--- src/irq_svc_defines.svh ---
`ifndef IRQ_SVC_DEFINES_SVH
`define IRQ_SVC_DEFINES_SVH

// register byte addresses
`define ADDR_CUR_PRIO 32'h01e0001c
`define ADDR_IN_SERVICE 32'h01e00020
`define ADDR_IRQ_CLEAR 32'h01e00024
`define ADDR_FIQ_CLEAR 32'h01e0003c
`define ADDR_CTRL 32'h01e00040
`define ADDR_EVT_STATUS 32'h01e00044
`define ADDR_EVT_MASK 32'h01e00048
`define ADDR_PENDING 32'h01e0004c
`define ADDR_FIQ_SELECT 32'h01e00050

// sources and fields
`define NUM_SRC 26
`define ORDER_RESET 8'h1b
`define ORDER_MSB 7
`define VEC_LSB 8
`define VEC_MSB 13
`define VEC_W 6
`define VECTOR_BASE 6'h20
`define CTRL_FIXED_BIT 12
`define CTRL_RESET 32'h00001000
`define GROUP_A_BASE 22
`define GROUP_STEP 6
`define LAST_RANK 2'h3

// event status bits
`define NUM_EVT 3
`define EVT_SVC_START 0
`define EVT_SVC_END 1
`define EVT_STRAY_CLEAR 2

`endif

--- src/irq_svc_pkg.sv ---
package irq_svc_pkg;
    typedef enum logic {SVC_IDLE, SVC_BUSY} svc_e;
    typedef logic [25:0] src_vec_t;
    typedef logic [7:0] order_t;
endpackage

--- src/arb_if.sv ---
`timescale 1ns/1ns
`default_nettype none
interface arb_if;
    import irq_svc_pkg::*;
    src_vec_t pending;
    order_t order;
    src_vec_t winner;
    logic [4:0] win_idx;
    logic valid;
    order_t rotated;
    modport ctl (output pending, output order, input winner, input win_idx, input valid,
        input rotated);
    modport arb (input pending, input order, output winner, output win_idx, output valid,
        output rotated);
endinterface
`default_nettype wire

--- src/input_sync.sv ---
`timescale 1ns/1ns
`default_nettype none
`include "irq_svc_defines.svh"
module input_sync #(
    parameter int W = `NUM_SRC
) (
    input wire logic clk,
    input wire logic rst,
    input wire logic [W-1:0] async_in,
    output logic [W-1:0] rise
);
    logic [W-1:0] meta;
    logic [W-1:0] stable;
    logic [W-1:0] prev;

    // two flops before use; only stable feeds the edge detect
    always_ff @(posedge clk) begin
        if (rst) begin
            meta <= '0;
            stable <= '0;
            prev <= '0;
        end else begin
            meta <= async_in;
            stable <= meta;
            prev <= stable;
        end
    end

    assign rise = stable & ~prev;
endmodule
`default_nettype wire

--- src/group_arbiter.sv ---
`timescale 1ns/1ns
`default_nettype none
`include "irq_svc_defines.svh"
module group_arbiter (
    arb_if.arb a
);
    import irq_svc_pkg::*;

    // rank of group g (0 = A) within the master order
    function automatic logic [1:0] rank_of(input order_t ord, input int g);
        rank_of = ord[`ORDER_MSB - 2*g -: 2];
    endfunction

    // groups first by current rank, slaves inside a group fixed by bit index,
    // then the ungrouped sources highest bit first
    always_comb begin
        logic found;
        logic [4:0] idx;
        int base;
        found = 1'b0;
        idx = 5'h00;
        base = 0;
        a.rotated = a.order;
        for (int r = 0; r < 4; r++) begin
            for (int g = 0; g < 4; g++) begin
                base = `GROUP_A_BASE - `GROUP_STEP * g;
                if (!found && rank_of(a.order, g) == 2'(r) && |a.pending[base +: 4]) begin
                    found = 1'b1;
                    for (int s = 0; s < 4; s++) begin
                        if (a.pending[base + s]) begin
                            idx = 5'(base + s);
                        end
                    end
                    // winner goes last, ranks behind it move up one
                    for (int h = 0; h < 4; h++) begin
                        if (rank_of(a.order, h) > 2'(r)) begin
                            a.rotated[`ORDER_MSB - 2*h -: 2] = rank_of(a.order, h) - 2'h1;
                        end
                    end
                    a.rotated[`ORDER_MSB - 2*g -: 2] = `LAST_RANK;
                end
            end
        end
        for (int b = 0; b < `NUM_SRC; b++) begin
            if (!found && a.pending[b] && ((b % `GROUP_STEP) < 4 || b > `GROUP_A_BASE + 3)) begin
                idx = 5'(b);
            end
        end
        for (int b = 0; b < `NUM_SRC; b++) begin
            if (!found && a.pending[b] && ((b % `GROUP_STEP) < 4 || b > `GROUP_A_BASE + 3)) begin
                found = 1'b1;
            end
        end
        a.valid = found;
        a.win_idx = idx;
        a.winner = found ? (src_vec_t'(1) << idx) : '0;
    end
endmodule
`default_nettype wire

--- src/irq_status_clear.sv ---
`timescale 1ns/1ns
`default_nettype none
`include "irq_svc_defines.svh"
// Functional notes
// - read-only register reports current priority order of the four groups
// - order field bits 7:0, reset 00011011, group a top pair to d
// - bits 13:8 return low six bits of branch code of chosen source
// - in-service register shows at most one bit set
// - in-service is read-only, reset zero, bit 25 ext input 0 down to bit 0
// - writing one to a clear bit clears that pending bit, zero leaves it
// - any write to a clear register ends the service and releases in-service
// - pending flags cannot be written directly, only cleared via clear registers
// - misuse may leave in-service and pending zero despite a request
// - separate write-only irq and fiq clear registers at distinct addresses
// - clear bit map equals in-service map, shared bits 21 and 14
// - round-robin rotates current order away from programmed order
// - master round-robin when control bit 12 is zero, fixed when one
module irq_status_clear (
    input wire logic clk,
    input wire logic rst,
    input wire logic [31:0] avs_address,
    input wire logic avs_read,
    input wire logic avs_write,
    input wire logic [31:0] avs_writedata,
    output logic [31:0] avs_readdata,
    output logic avs_waitrequest,
    input wire irq_svc_pkg::src_vec_t irq_request,
    output logic irq_to_core,
    output logic fiq_to_core,
    output logic int_out
);
    import irq_svc_pkg::*;

    arb_if arb ();

    src_vec_t req_rise;
    src_vec_t interrupt_pending_flags;
    src_vec_t irq_in_service_status;
    src_vec_t fiq_select;
    order_t current_master_order;
    logic [`VEC_W-1:0] vector_code;
    logic [31:0] ctrl;
    logic [`NUM_EVT-1:0] evt_status;
    logic [`NUM_EVT-1:0] evt_mask;
    svc_e svc_state;
    logic [31:0] rdata_mux;

    input_sync #(.W(`NUM_SRC)) u_sync (
        .clk(clk),
        .rst(rst),
        .async_in(irq_request),
        .rise(req_rise)
    );

    group_arbiter u_arb (
        .a(arb.arb)
    );

    // bus decode; an access completes on the edge where waitrequest is low
    wire req = avs_read | avs_write;
    wire wr_done = avs_write & ~avs_waitrequest;
    wire hit_prio = avs_address == `ADDR_CUR_PRIO;
    wire hit_iss = avs_address == `ADDR_IN_SERVICE;
    wire hit_iclr = avs_address == `ADDR_IRQ_CLEAR;
    wire hit_fclr = avs_address == `ADDR_FIQ_CLEAR;
    wire hit_ctrl = avs_address == `ADDR_CTRL;
    wire hit_stat = avs_address == `ADDR_EVT_STATUS;
    wire hit_mask = avs_address == `ADDR_EVT_MASK;
    wire hit_pend = avs_address == `ADDR_PENDING;
    wire hit_fsel = avs_address == `ADDR_FIQ_SELECT;
    wire clr_wr = wr_done & (hit_iclr | hit_fclr);
    wire [`NUM_SRC-1:0] clr_bits = clr_wr ? avs_writedata[`NUM_SRC-1:0] : '0;
    wire fixed_mode = ctrl[`CTRL_FIXED_BIT];

    // arbitration request: irq-routed pending sources only
    assign arb.pending = interrupt_pending_flags & ~fiq_select;
    assign arb.order = current_master_order;
    wire start_svc = (svc_state == SVC_IDLE) & arb.valid & ~clr_wr;

    // read mux; clear registers are write-only and read zero
    always_comb begin
        rdata_mux = 32'h0000_0000;
        if (hit_prio) begin
            rdata_mux[`ORDER_MSB:0] = current_master_order;
            rdata_mux[`VEC_MSB:`VEC_LSB] = vector_code;
        end else if (hit_iss) begin
            rdata_mux[`NUM_SRC-1:0] = irq_in_service_status;
        end else if (hit_ctrl) begin
            rdata_mux = ctrl;
        end else if (hit_stat) begin
            rdata_mux[`NUM_EVT-1:0] = evt_status;
        end else if (hit_mask) begin
            rdata_mux[`NUM_EVT-1:0] = evt_mask;
        end else if (hit_pend) begin
            rdata_mux[`NUM_SRC-1:0] = interrupt_pending_flags;
        end else if (hit_fsel) begin
            rdata_mux[`NUM_SRC-1:0] = fiq_select;
        end
    end

    // one wait cycle per access, readdata registered with it
    always_ff @(posedge clk) begin
        if (rst) begin
            avs_waitrequest <= 1'b1;
            avs_readdata <= 32'h0000_0000;
        end else begin
            avs_waitrequest <= ~(req & avs_waitrequest);
            if (avs_read & avs_waitrequest) begin
                avs_readdata <= rdata_mux;
            end
        end
    end

    // software-written configuration; read-only addresses ignore writes
    always_ff @(posedge clk) begin
        if (rst) begin
            ctrl <= `CTRL_RESET;
            evt_mask <= '0;
            fiq_select <= '0;
        end else if (wr_done) begin
            if (hit_ctrl) ctrl <= avs_writedata;
            if (hit_mask) evt_mask <= avs_writedata[`NUM_EVT-1:0];
            if (hit_fsel) fiq_select <= avs_writedata[`NUM_SRC-1:0];
        end
    end

    // pending flags: new edges win over a same-cycle clear, no direct write path
    always_ff @(posedge clk) begin
        if (rst) begin
            interrupt_pending_flags <= '0;
        end else begin
            interrupt_pending_flags <= (interrupt_pending_flags & ~clr_bits) | req_rise;
        end
    end

    // service tracking: one-hot latch of the arbiter's winner
    always_ff @(posedge clk) begin
        if (rst) begin
            svc_state <= SVC_IDLE;
            irq_in_service_status <= '0;
            vector_code <= '0;
            current_master_order <= `ORDER_RESET;
        end else begin
            case (svc_state)
                SVC_IDLE: begin
                    if (start_svc) begin
                        svc_state <= SVC_BUSY;
                        irq_in_service_status <= arb.winner;
                        vector_code <= `VECTOR_BASE + `VEC_W'(arb.win_idx);
                        if (!fixed_mode) begin
                            current_master_order <= arb.rotated;
                        end
                    end
                end
                SVC_BUSY: begin
                    if (clr_wr) begin
                        svc_state <= SVC_IDLE;
                        irq_in_service_status <= '0;
                    end
                end
                default: begin
                    svc_state <= SVC_IDLE;
                    irq_in_service_status <= '0;
                end
            endcase
        end
    end

    // sticky events, write one to clear; a new event beats the clear
    wire [`NUM_EVT-1:0] evt_set = {clr_wr & (svc_state == SVC_IDLE),
        clr_wr & (svc_state == SVC_BUSY), start_svc};
    wire [`NUM_EVT-1:0] evt_clr = (wr_done & hit_stat) ? avs_writedata[`NUM_EVT-1:0] : '0;

    always_ff @(posedge clk) begin
        if (rst) begin
            evt_status <= '0;
        end else begin
            evt_status <= (evt_status & ~evt_clr) | evt_set;
        end
    end

    // core request lines and summary interrupt, all registered
    always_ff @(posedge clk) begin
        if (rst) begin
            irq_to_core <= 1'b0;
            fiq_to_core <= 1'b0;
            int_out <= 1'b0;
        end else begin
            irq_to_core <= (svc_state == SVC_BUSY) & ~clr_wr;
            fiq_to_core <= |(interrupt_pending_flags & fiq_select & ~clr_bits);
            int_out <= |(evt_status & evt_mask);
        end
    end
endmodule
`default_nettype wire

--- config.mk ---
export PLATFORM = sky130hd
export DESIGN_NAME = irq_status_clear
export DESIGN_NICKNAME = d
export VERILOG_FILES = /design/src/irq_svc_pkg.sv /design/src/arb_if.sv /design/src/input_sync.sv /design/src/group_arbiter.sv /design/src/irq_status_clear.sv
export VERILOG_INCLUDE_DIRS = /design/src
export SDC_FILE = /design/constraint.sdc
export NUM_CORES = 1
export LEC_CHECK = 0
export BUFFER_PORTS_ARGS = -buffer_cell sky130_fd_sc_hd__buf_2
export CAP_MARGIN = 40
export CORE_MARGIN = 1.5
export CORE_UTILIZATION = 30
export DETAILED_ROUTE_END_ITERATION = 16
export HOLD_SLACK_MARGIN = 0.02
export SYNTH_ARGS = -nofsm -noshare
export SYNTH_HDL_FRONTEND = slang
export SYNTH_SLANG_ARGS = --single-unit
--- constraint.sdc ---
create_clock -name clk -period 3.1 [get_ports clk]
set_input_delay 0.62 -clock clk [delete_from_list [all_inputs] [get_ports clk]]
set_output_delay 0.62 -clock clk [all_outputs]
set_load 0.02 [all_outputs]
==> After elaboration in Yosys (flattened, before gate mapping) <==
Index checks and enable logic that the tools add are counted.
{ "word_totals": {"regBits": 245, "out_inout_bits": 36, "inputBits": 94} }
{ "op_classes": {"n_eq_ne": 23, "mux": 217, "shifts": 1, "bitwise_logic": 30, "n_reduce_logical": 115, "magnitude_cmp": 16, "add_sub_neg": 5} }
{ "ops": {"columns": ["operator", "count"], "rows": [
  ["$mux W5", 98],
  ["$eq A32 B25 Y1 const B", 9],
  ["$mux W26", 8],
  ["$and A26 B26 Y26", 5],
  ["$mux W8", 16],
  ["$mux W2", 48],
  ["$not A26 Y26", 3],
  ["$logic_and A1 B1 Y1", 66],
  ["$pmux W26 S2", 1],
  ["$mux W23", 2],
  ["$mux W1", 36],
  ["$logic_not A1 Y1", 33],
  ["$or A26 B26 Y26", 1],
  ["$reduce_or A26 Y1", 1],
  ["$shl A1 B5 Y26 const A", 1],
  ["$mux W18", 1],
  ["$eq A2 B2 Y1 const B", 8],
  ["$gt A2 B1 Y1 const B", 8],
  ["$gt A2 B2 Y1 const B", 8],
  ["$reduce_or A4 Y1", 4],
  ["$mux W14", 1],
  ["$mux W6", 2],
  ["$and A1 B1 Y1", 10],
  ["$reduce_and A2 Y1", 5],
  ["other kinds (15)", 32]
]} }

==> Longest topological paths before layout <==
{ "logic_depth": {"word_depth": 123, "mapped_depth": 13} }

==> Modules after synthesis <==
Synthesis repeated with hierarchy kept, for this count alone.
{ "hier_totals": {"hier_cells": 1484, "hier_area_um2": 12011.5} }
{ "modules_own_cells": {"columns": ["module", "seq_area_each_um2", "cells_per_inst", "area_each_um2", "instances"], "rows": [
  ["irq_status_clear", 3343.2, 896, 7079.3, 1],
  ["group_arbiter", 0.0, 398, 2665.1, 1],
  ["input_sync", 1561.5, 190, 2267.2, 1]
]} }

==> Worst setup path after synthesis <==
No wires, ideal clock.
{ "synth_path": {"kind": "reg-to-reg", "startpoint": "register interrupt_pending_flags[6]", "endpoint": "register irq_in_service_status[18]", "stages_incl_launch_ff": 11, "period_less_slack_ns": 3.016, "setup_slack_ns": 0.084, "required_ns": 3.029, "setup_time_ns": 0.071, "arrival_ns": 2.945, "path_buffers": 2, "cell_sequence": "dfxtp_1 -> nor2b_1 -> clkbuf_1 -> o41ai_4 -> nand4_2 -> or4_1 -> buf_2 -> a21o_1 -> a21o_1 -> or4_4 -> o21ai_1"} }
{ "synth_between": {"elab_chain_cells": 110, "elab_cells_between_ends": 212} }
{ "synth_lines": {"columns": ["item", "line_no", "source"], "rows": [
  ["start: declaration", "irq_status_clear.sv:37", "src_vec_t interrupt_pending_flags;"],
  ["start signal: assignment", "irq_status_clear.sv:132", "interrupt_pending_flags <= (interrupt_pending_flags & ~clr_bits) | req_rise;"],
  ["$and A26 B26 Y26 (*)", "irq_status_clear.sv:76", "assign arb.pending = interrupt_pending_flags & ~fiq_select;"],
  ["branches (longest 109 deep; another with $mux W5)", null, null],
  ["end signal: assignment", "irq_status_clear.sv:148", "irq_in_service_status <= arb.winner;"],
  ["end: declaration", "irq_status_clear.sv:38", "src_vec_t irq_in_service_status;"]
]} }
Every way passes the cells marked *. The select of a mux whose other input is x is not followed.
A chain may end at the register's enable or synchronous reset.

==> Worst setup path after layout <==
{ "layout_path": {"startpoint": "register interrupt_pending_flags[12]", "endpoint": "register irq_in_service_status[18]"} }
{ "layout_between": {"elab_chain_cells": 114, "elab_cells_between_ends": 221} }
{ "layout_lines": {"columns": ["item", "line_no"], "rows": [
  ["$and A26 B26 Y26 (*)", "irq_status_clear.sv:76"],
  ["branches (longest 113 deep; another with $mux W5)", null]
]} }
Marked as above.

==> results by group <==
STA
  • Setup violators final: 1
  • Fin crit share: 100%
  • Pins Over Slew Limit: 0
  • Max-slew headroom: 58.9%
  • Setup Skew: 0.00917 ns
  • Max Freq: 0.322 GHz
  • Final hold vios: 0
  • RSZ-0062 raised after global routing: yes
  • Worst-Margin Slew: 0.610 ns
  • Setup ws final: -0.00508 ns
  • Fin crit period: 3.11 ns

Yosys
  • Synth Warn #: 0
  • Post-synth EDFFs: 0
  • Library cells used by synthesis: 71
  • Synth Area in Compound Gates: 22.2%
  • Largest family of logic cells by synthesized area: simple AND/OR/NAND/NOR gates
  • Synth Instances: 1316
  • Largest cells by area after synthesis: dfxtp_1, nor2b_1, nand2_1, a21oi_1, nor2_1
  • Seq/Total Area, Yosys: 43.7%
  • Syn_area_per_cell: 8.52 um^2
  • Async SR Flop Fraction: 0%
  • Area leader, netlist: dfxtp_1
  • Flops & latches, synth: 245
  • Syn nets: 1432
  • Mapped Area: 0.0112 mm^2
  • Xor-xnor portion of the synthesized cell area: 0.0781%
  • Post-Synth Adder-Cell Area: 2.45%
  • Synth Flop Type: dfxtp_1
  • Simple-Gate Fraction of Synth Area: 25.0%
  • Multiplexer share of the synthesized area: 3.16%
  • Synth top area share: 43.7%

Placement
  • Gpl congestion: 0.958
  • PortBufs: 129
  • Dpl ws: -0.308 ns
  • Dpl hpwl: 32500 um
  • Placed Area: 0.0139 mm^2

Power
  • P_sw: 0.00217 W
  • Max VDD drop: 0.453 mV
  • Comb pwr share: 17.1%
  • Internal cell power: 0.00594 W
  • LEAKAGE: 6.46 nW
  • Switch share: 26.8%
  • Power per Cell Area: 528 mW/mm^2
  • Clk pwr share: 41.7%
  • Flop pwr share: 41.2%

Final layout
  • Most frequent cells in the layout: dfxtp_1, buf_4, nand2_1
  • N_diodes: 0
  • Nets: 1731
  • Layout fillers: 3633
  • Most common cell after layout, fill and taps aside: dfxtp_1
  • Fin area: 0.0154 mm^2
  • Layout area overhead: 37.1%
  • Layout cells sized above 1: 29.4%
  • Final Util: 41.9%

Floorplan
  • Row cnt: 70
  • Die W: 196 um
  • Core area: 0.0367 mm^2
  • # IOs: 130
  • Die Y: 196 um
  • Die area: 0.0385 mm^2
  • Initial Util: 30.6%

GRT
  • First-pass GRT wire length: 63700 um
  • Grt met2 use: 36.0%
  • Number of global-route vias before repair: 10700
  • Gr busiest metal: met2
  • Met3 track demand over resource: 2.43%
  • GR Util met1: 28.6%
  • Global Route Usage Sum: 21.5%
  • Grt ovf: 0
  • Initial antenna violation count: 0
  • Pin count of the biggest net entering global routing: 104

CTS
  • Total CTS buffers: 27
  • CTS max path bufs: 3
  • CTS tree: done
  • CTS clock-pin slew for the worst setup and hold paths: 0.06 ns
  • H-tree depth: 1
  • Quantity of hold-fixing buffers added after cts: 0
  • CTS sink count: 245
  • CTS Root Cell: clkbuf_16
  • Worst skew pair latency: 0.55 ns

Routing
  • Vias: 11200
  • Routed Antenna Nets: 0
  • DRT Pass-1 Iters: 5
  • Final WL: 42600 um
  • Wire per inst: 20.3 um
  • Initial DRC Count: 837
  • Routed vias/inst: 5.31
  • Remaining DRCs: 0

Outcome
  • Outcome: complete, but fails checks
  • Failing checks: negative setup slack

Critical path
  • Startpoint types: flop
  • Worst Setup Path Type: reg -> reg
  • Crit. End Element: flop
  • Crit path arrival time: 3.58 ns
  • Crit Path Max Fanout: 8
  • Req. time, crit path: 3.58 ns

Hold path
  • HP Class: in -> reg

Flow run
  • Max-cap viol count: 0
==> worst paths after layout <==
check / slack, ns / depth (start not counted) / endpoint / from
max: -0.005 / 9 / irq_in_service_status[18]$_SDFFE_PP0P_ / interrupt_pending_flags[12]$_SDFF_PP0_
min: 0.28 / 2 / u_sync.meta[10]$_SDFF_PP0_ / irq_request[10]
min reg2reg: 0.43 / 1 / u_sync.stable[8]$_SDFF_PP0_ / u_sync.meta[8]$_SDFF_PP0_
max reg2reg: -0.005 / 9 / irq_in_service_status[18]$_SDFFE_PP0P_ / interrupt_pending_flags[12]$_SDFF_PP0_
==> worst max-delay path, stage by stage, from the launching register on <==
cell and delay [ns]:
dfxtp_1 0.32, nor2b_2 0.19, o41ai_2 0.61, nand4_1 0.23
or4_4 0.48, buf_6 0.16, a21o_1 0.17, a21o_1 0.19
or4_4 0.54, o21ai_2 0.15
==> flip-flops by register name, summed over array words and instances (netlist names) <==
signal / flops
avs_readdata: 32
ctrl: 32
fiq_select: 26
interrupt_pending_flags: 26
irq_in_service_status: 26
u_sync.meta: 26
u_sync.prev: 26
u_sync.stable: 26
arb.order: 8
vector_code: 6
evt_mask: 3
evt_status: 3
avs_waitrequest: 1
fiq_to_core: 1
int_out: 1
irq_to_core: 1
svc_state: 1
==> final cells by class <==
type | count | area, um^2 | area share, %
Timing Repair Buffer | 354 | 2520 | 16.4
Inverter | 14 | 52.6 | 0.342
Multi-Input combinational cell | 973 | 6360 | 41.3
Clock inverter | 14 | 196 | 1.28
Sequential cell | 245 | 4910 | 32.0
Tap cell | 468 | 586 | 3.81
Clock buffer | 36 | 749 | 4.88
==> through the flow <==
step / power [W] / std cells / setup TNS [ns] / hold slack, ns
after floorplan: 0.00397 / 1316 / 0 / 0.414
after global placement: 0.00467 / 2041 / -8.68 / 0.418
after detailed placement: 0.00467 / 2041 / -7.77 / 0.421
after CTS: 0.00809 / 2096 / 0 / 0.268
after global routing: 0.00840 / 2104 / -0.0458 / 0.280
final: 0.00812 / 2104 / -0.00508 / 0.283
==> synthesized netlist by cell type, types with 5 or more instances <==
cell / number
o211ai_1: 8
inv_1: 14
clkbuf_1: 73
o41ai_2: 6
nor2b_1: 125
o22ai_1: 8
or2_2: 5
dfxtp_1: 245
buf_2: 8
a41oi_1: 6
o41ai_1: 9
a221oi_1: 24
ha_1: 22
a21oi_1: 104
a211oi_1: 12
nand2_1: 167
nor2_1: 105
a21o_1: 6
nor3_1: 17
a22o_1: 6
nand2b_1: 25
and3_1: 6
o21ai_0: 44
mux2i_1: 32
nand3_1: 50
and2_1: 8
nor4_1: 13
a22oi_1: 20
a222oi_1: 16
a31oi_1: 10
o21ai_1: 22
nand4_1: 13
==> per-layer routing <==
layer	vias up	routed length [um]
met5	-	0
met3	80	2280
met2	397	20000
li1	5364	-
met1	5329	18900
met4	0	1420
==> power by group through the flow <==
stage / clock, W / sequential (W) / combinational [W]
2_1_floorplan: 0 / 0.00341 / 0.000557
3_3_place_gp: 0 / 0.00341 / 0.00126
3_5_place_dp: 0 / 0.00341 / 0.00125
4_1_cts: 0.00345 / 0.00335 / 0.00130
5_1_grt: 0.00357 / 0.00336 / 0.00147
6_report: 0.00338 / 0.00335 / 0.00139
==> what timing repair did <==
item / CTS / global route
resized for setup: 30 / 64
pin swaps: 6 / 8
setup buffers: 5 / 8
endpoints found under the setup margin: 40 / 32
endpoints found under the hold margin: 0 / 0
==> cell families (layout without fill, tap and decap cells) <==
family,Yosys count,after routing
AOI/OAI and AO/OA,354,354
xor gates and xnor gates,1,1
adders and majority gates,22,22
DFF,245,245
muxes,35,35
buffers and inverters,98,418
and+or+nand+nor,561,561
(Power assumes the default switching activity.)
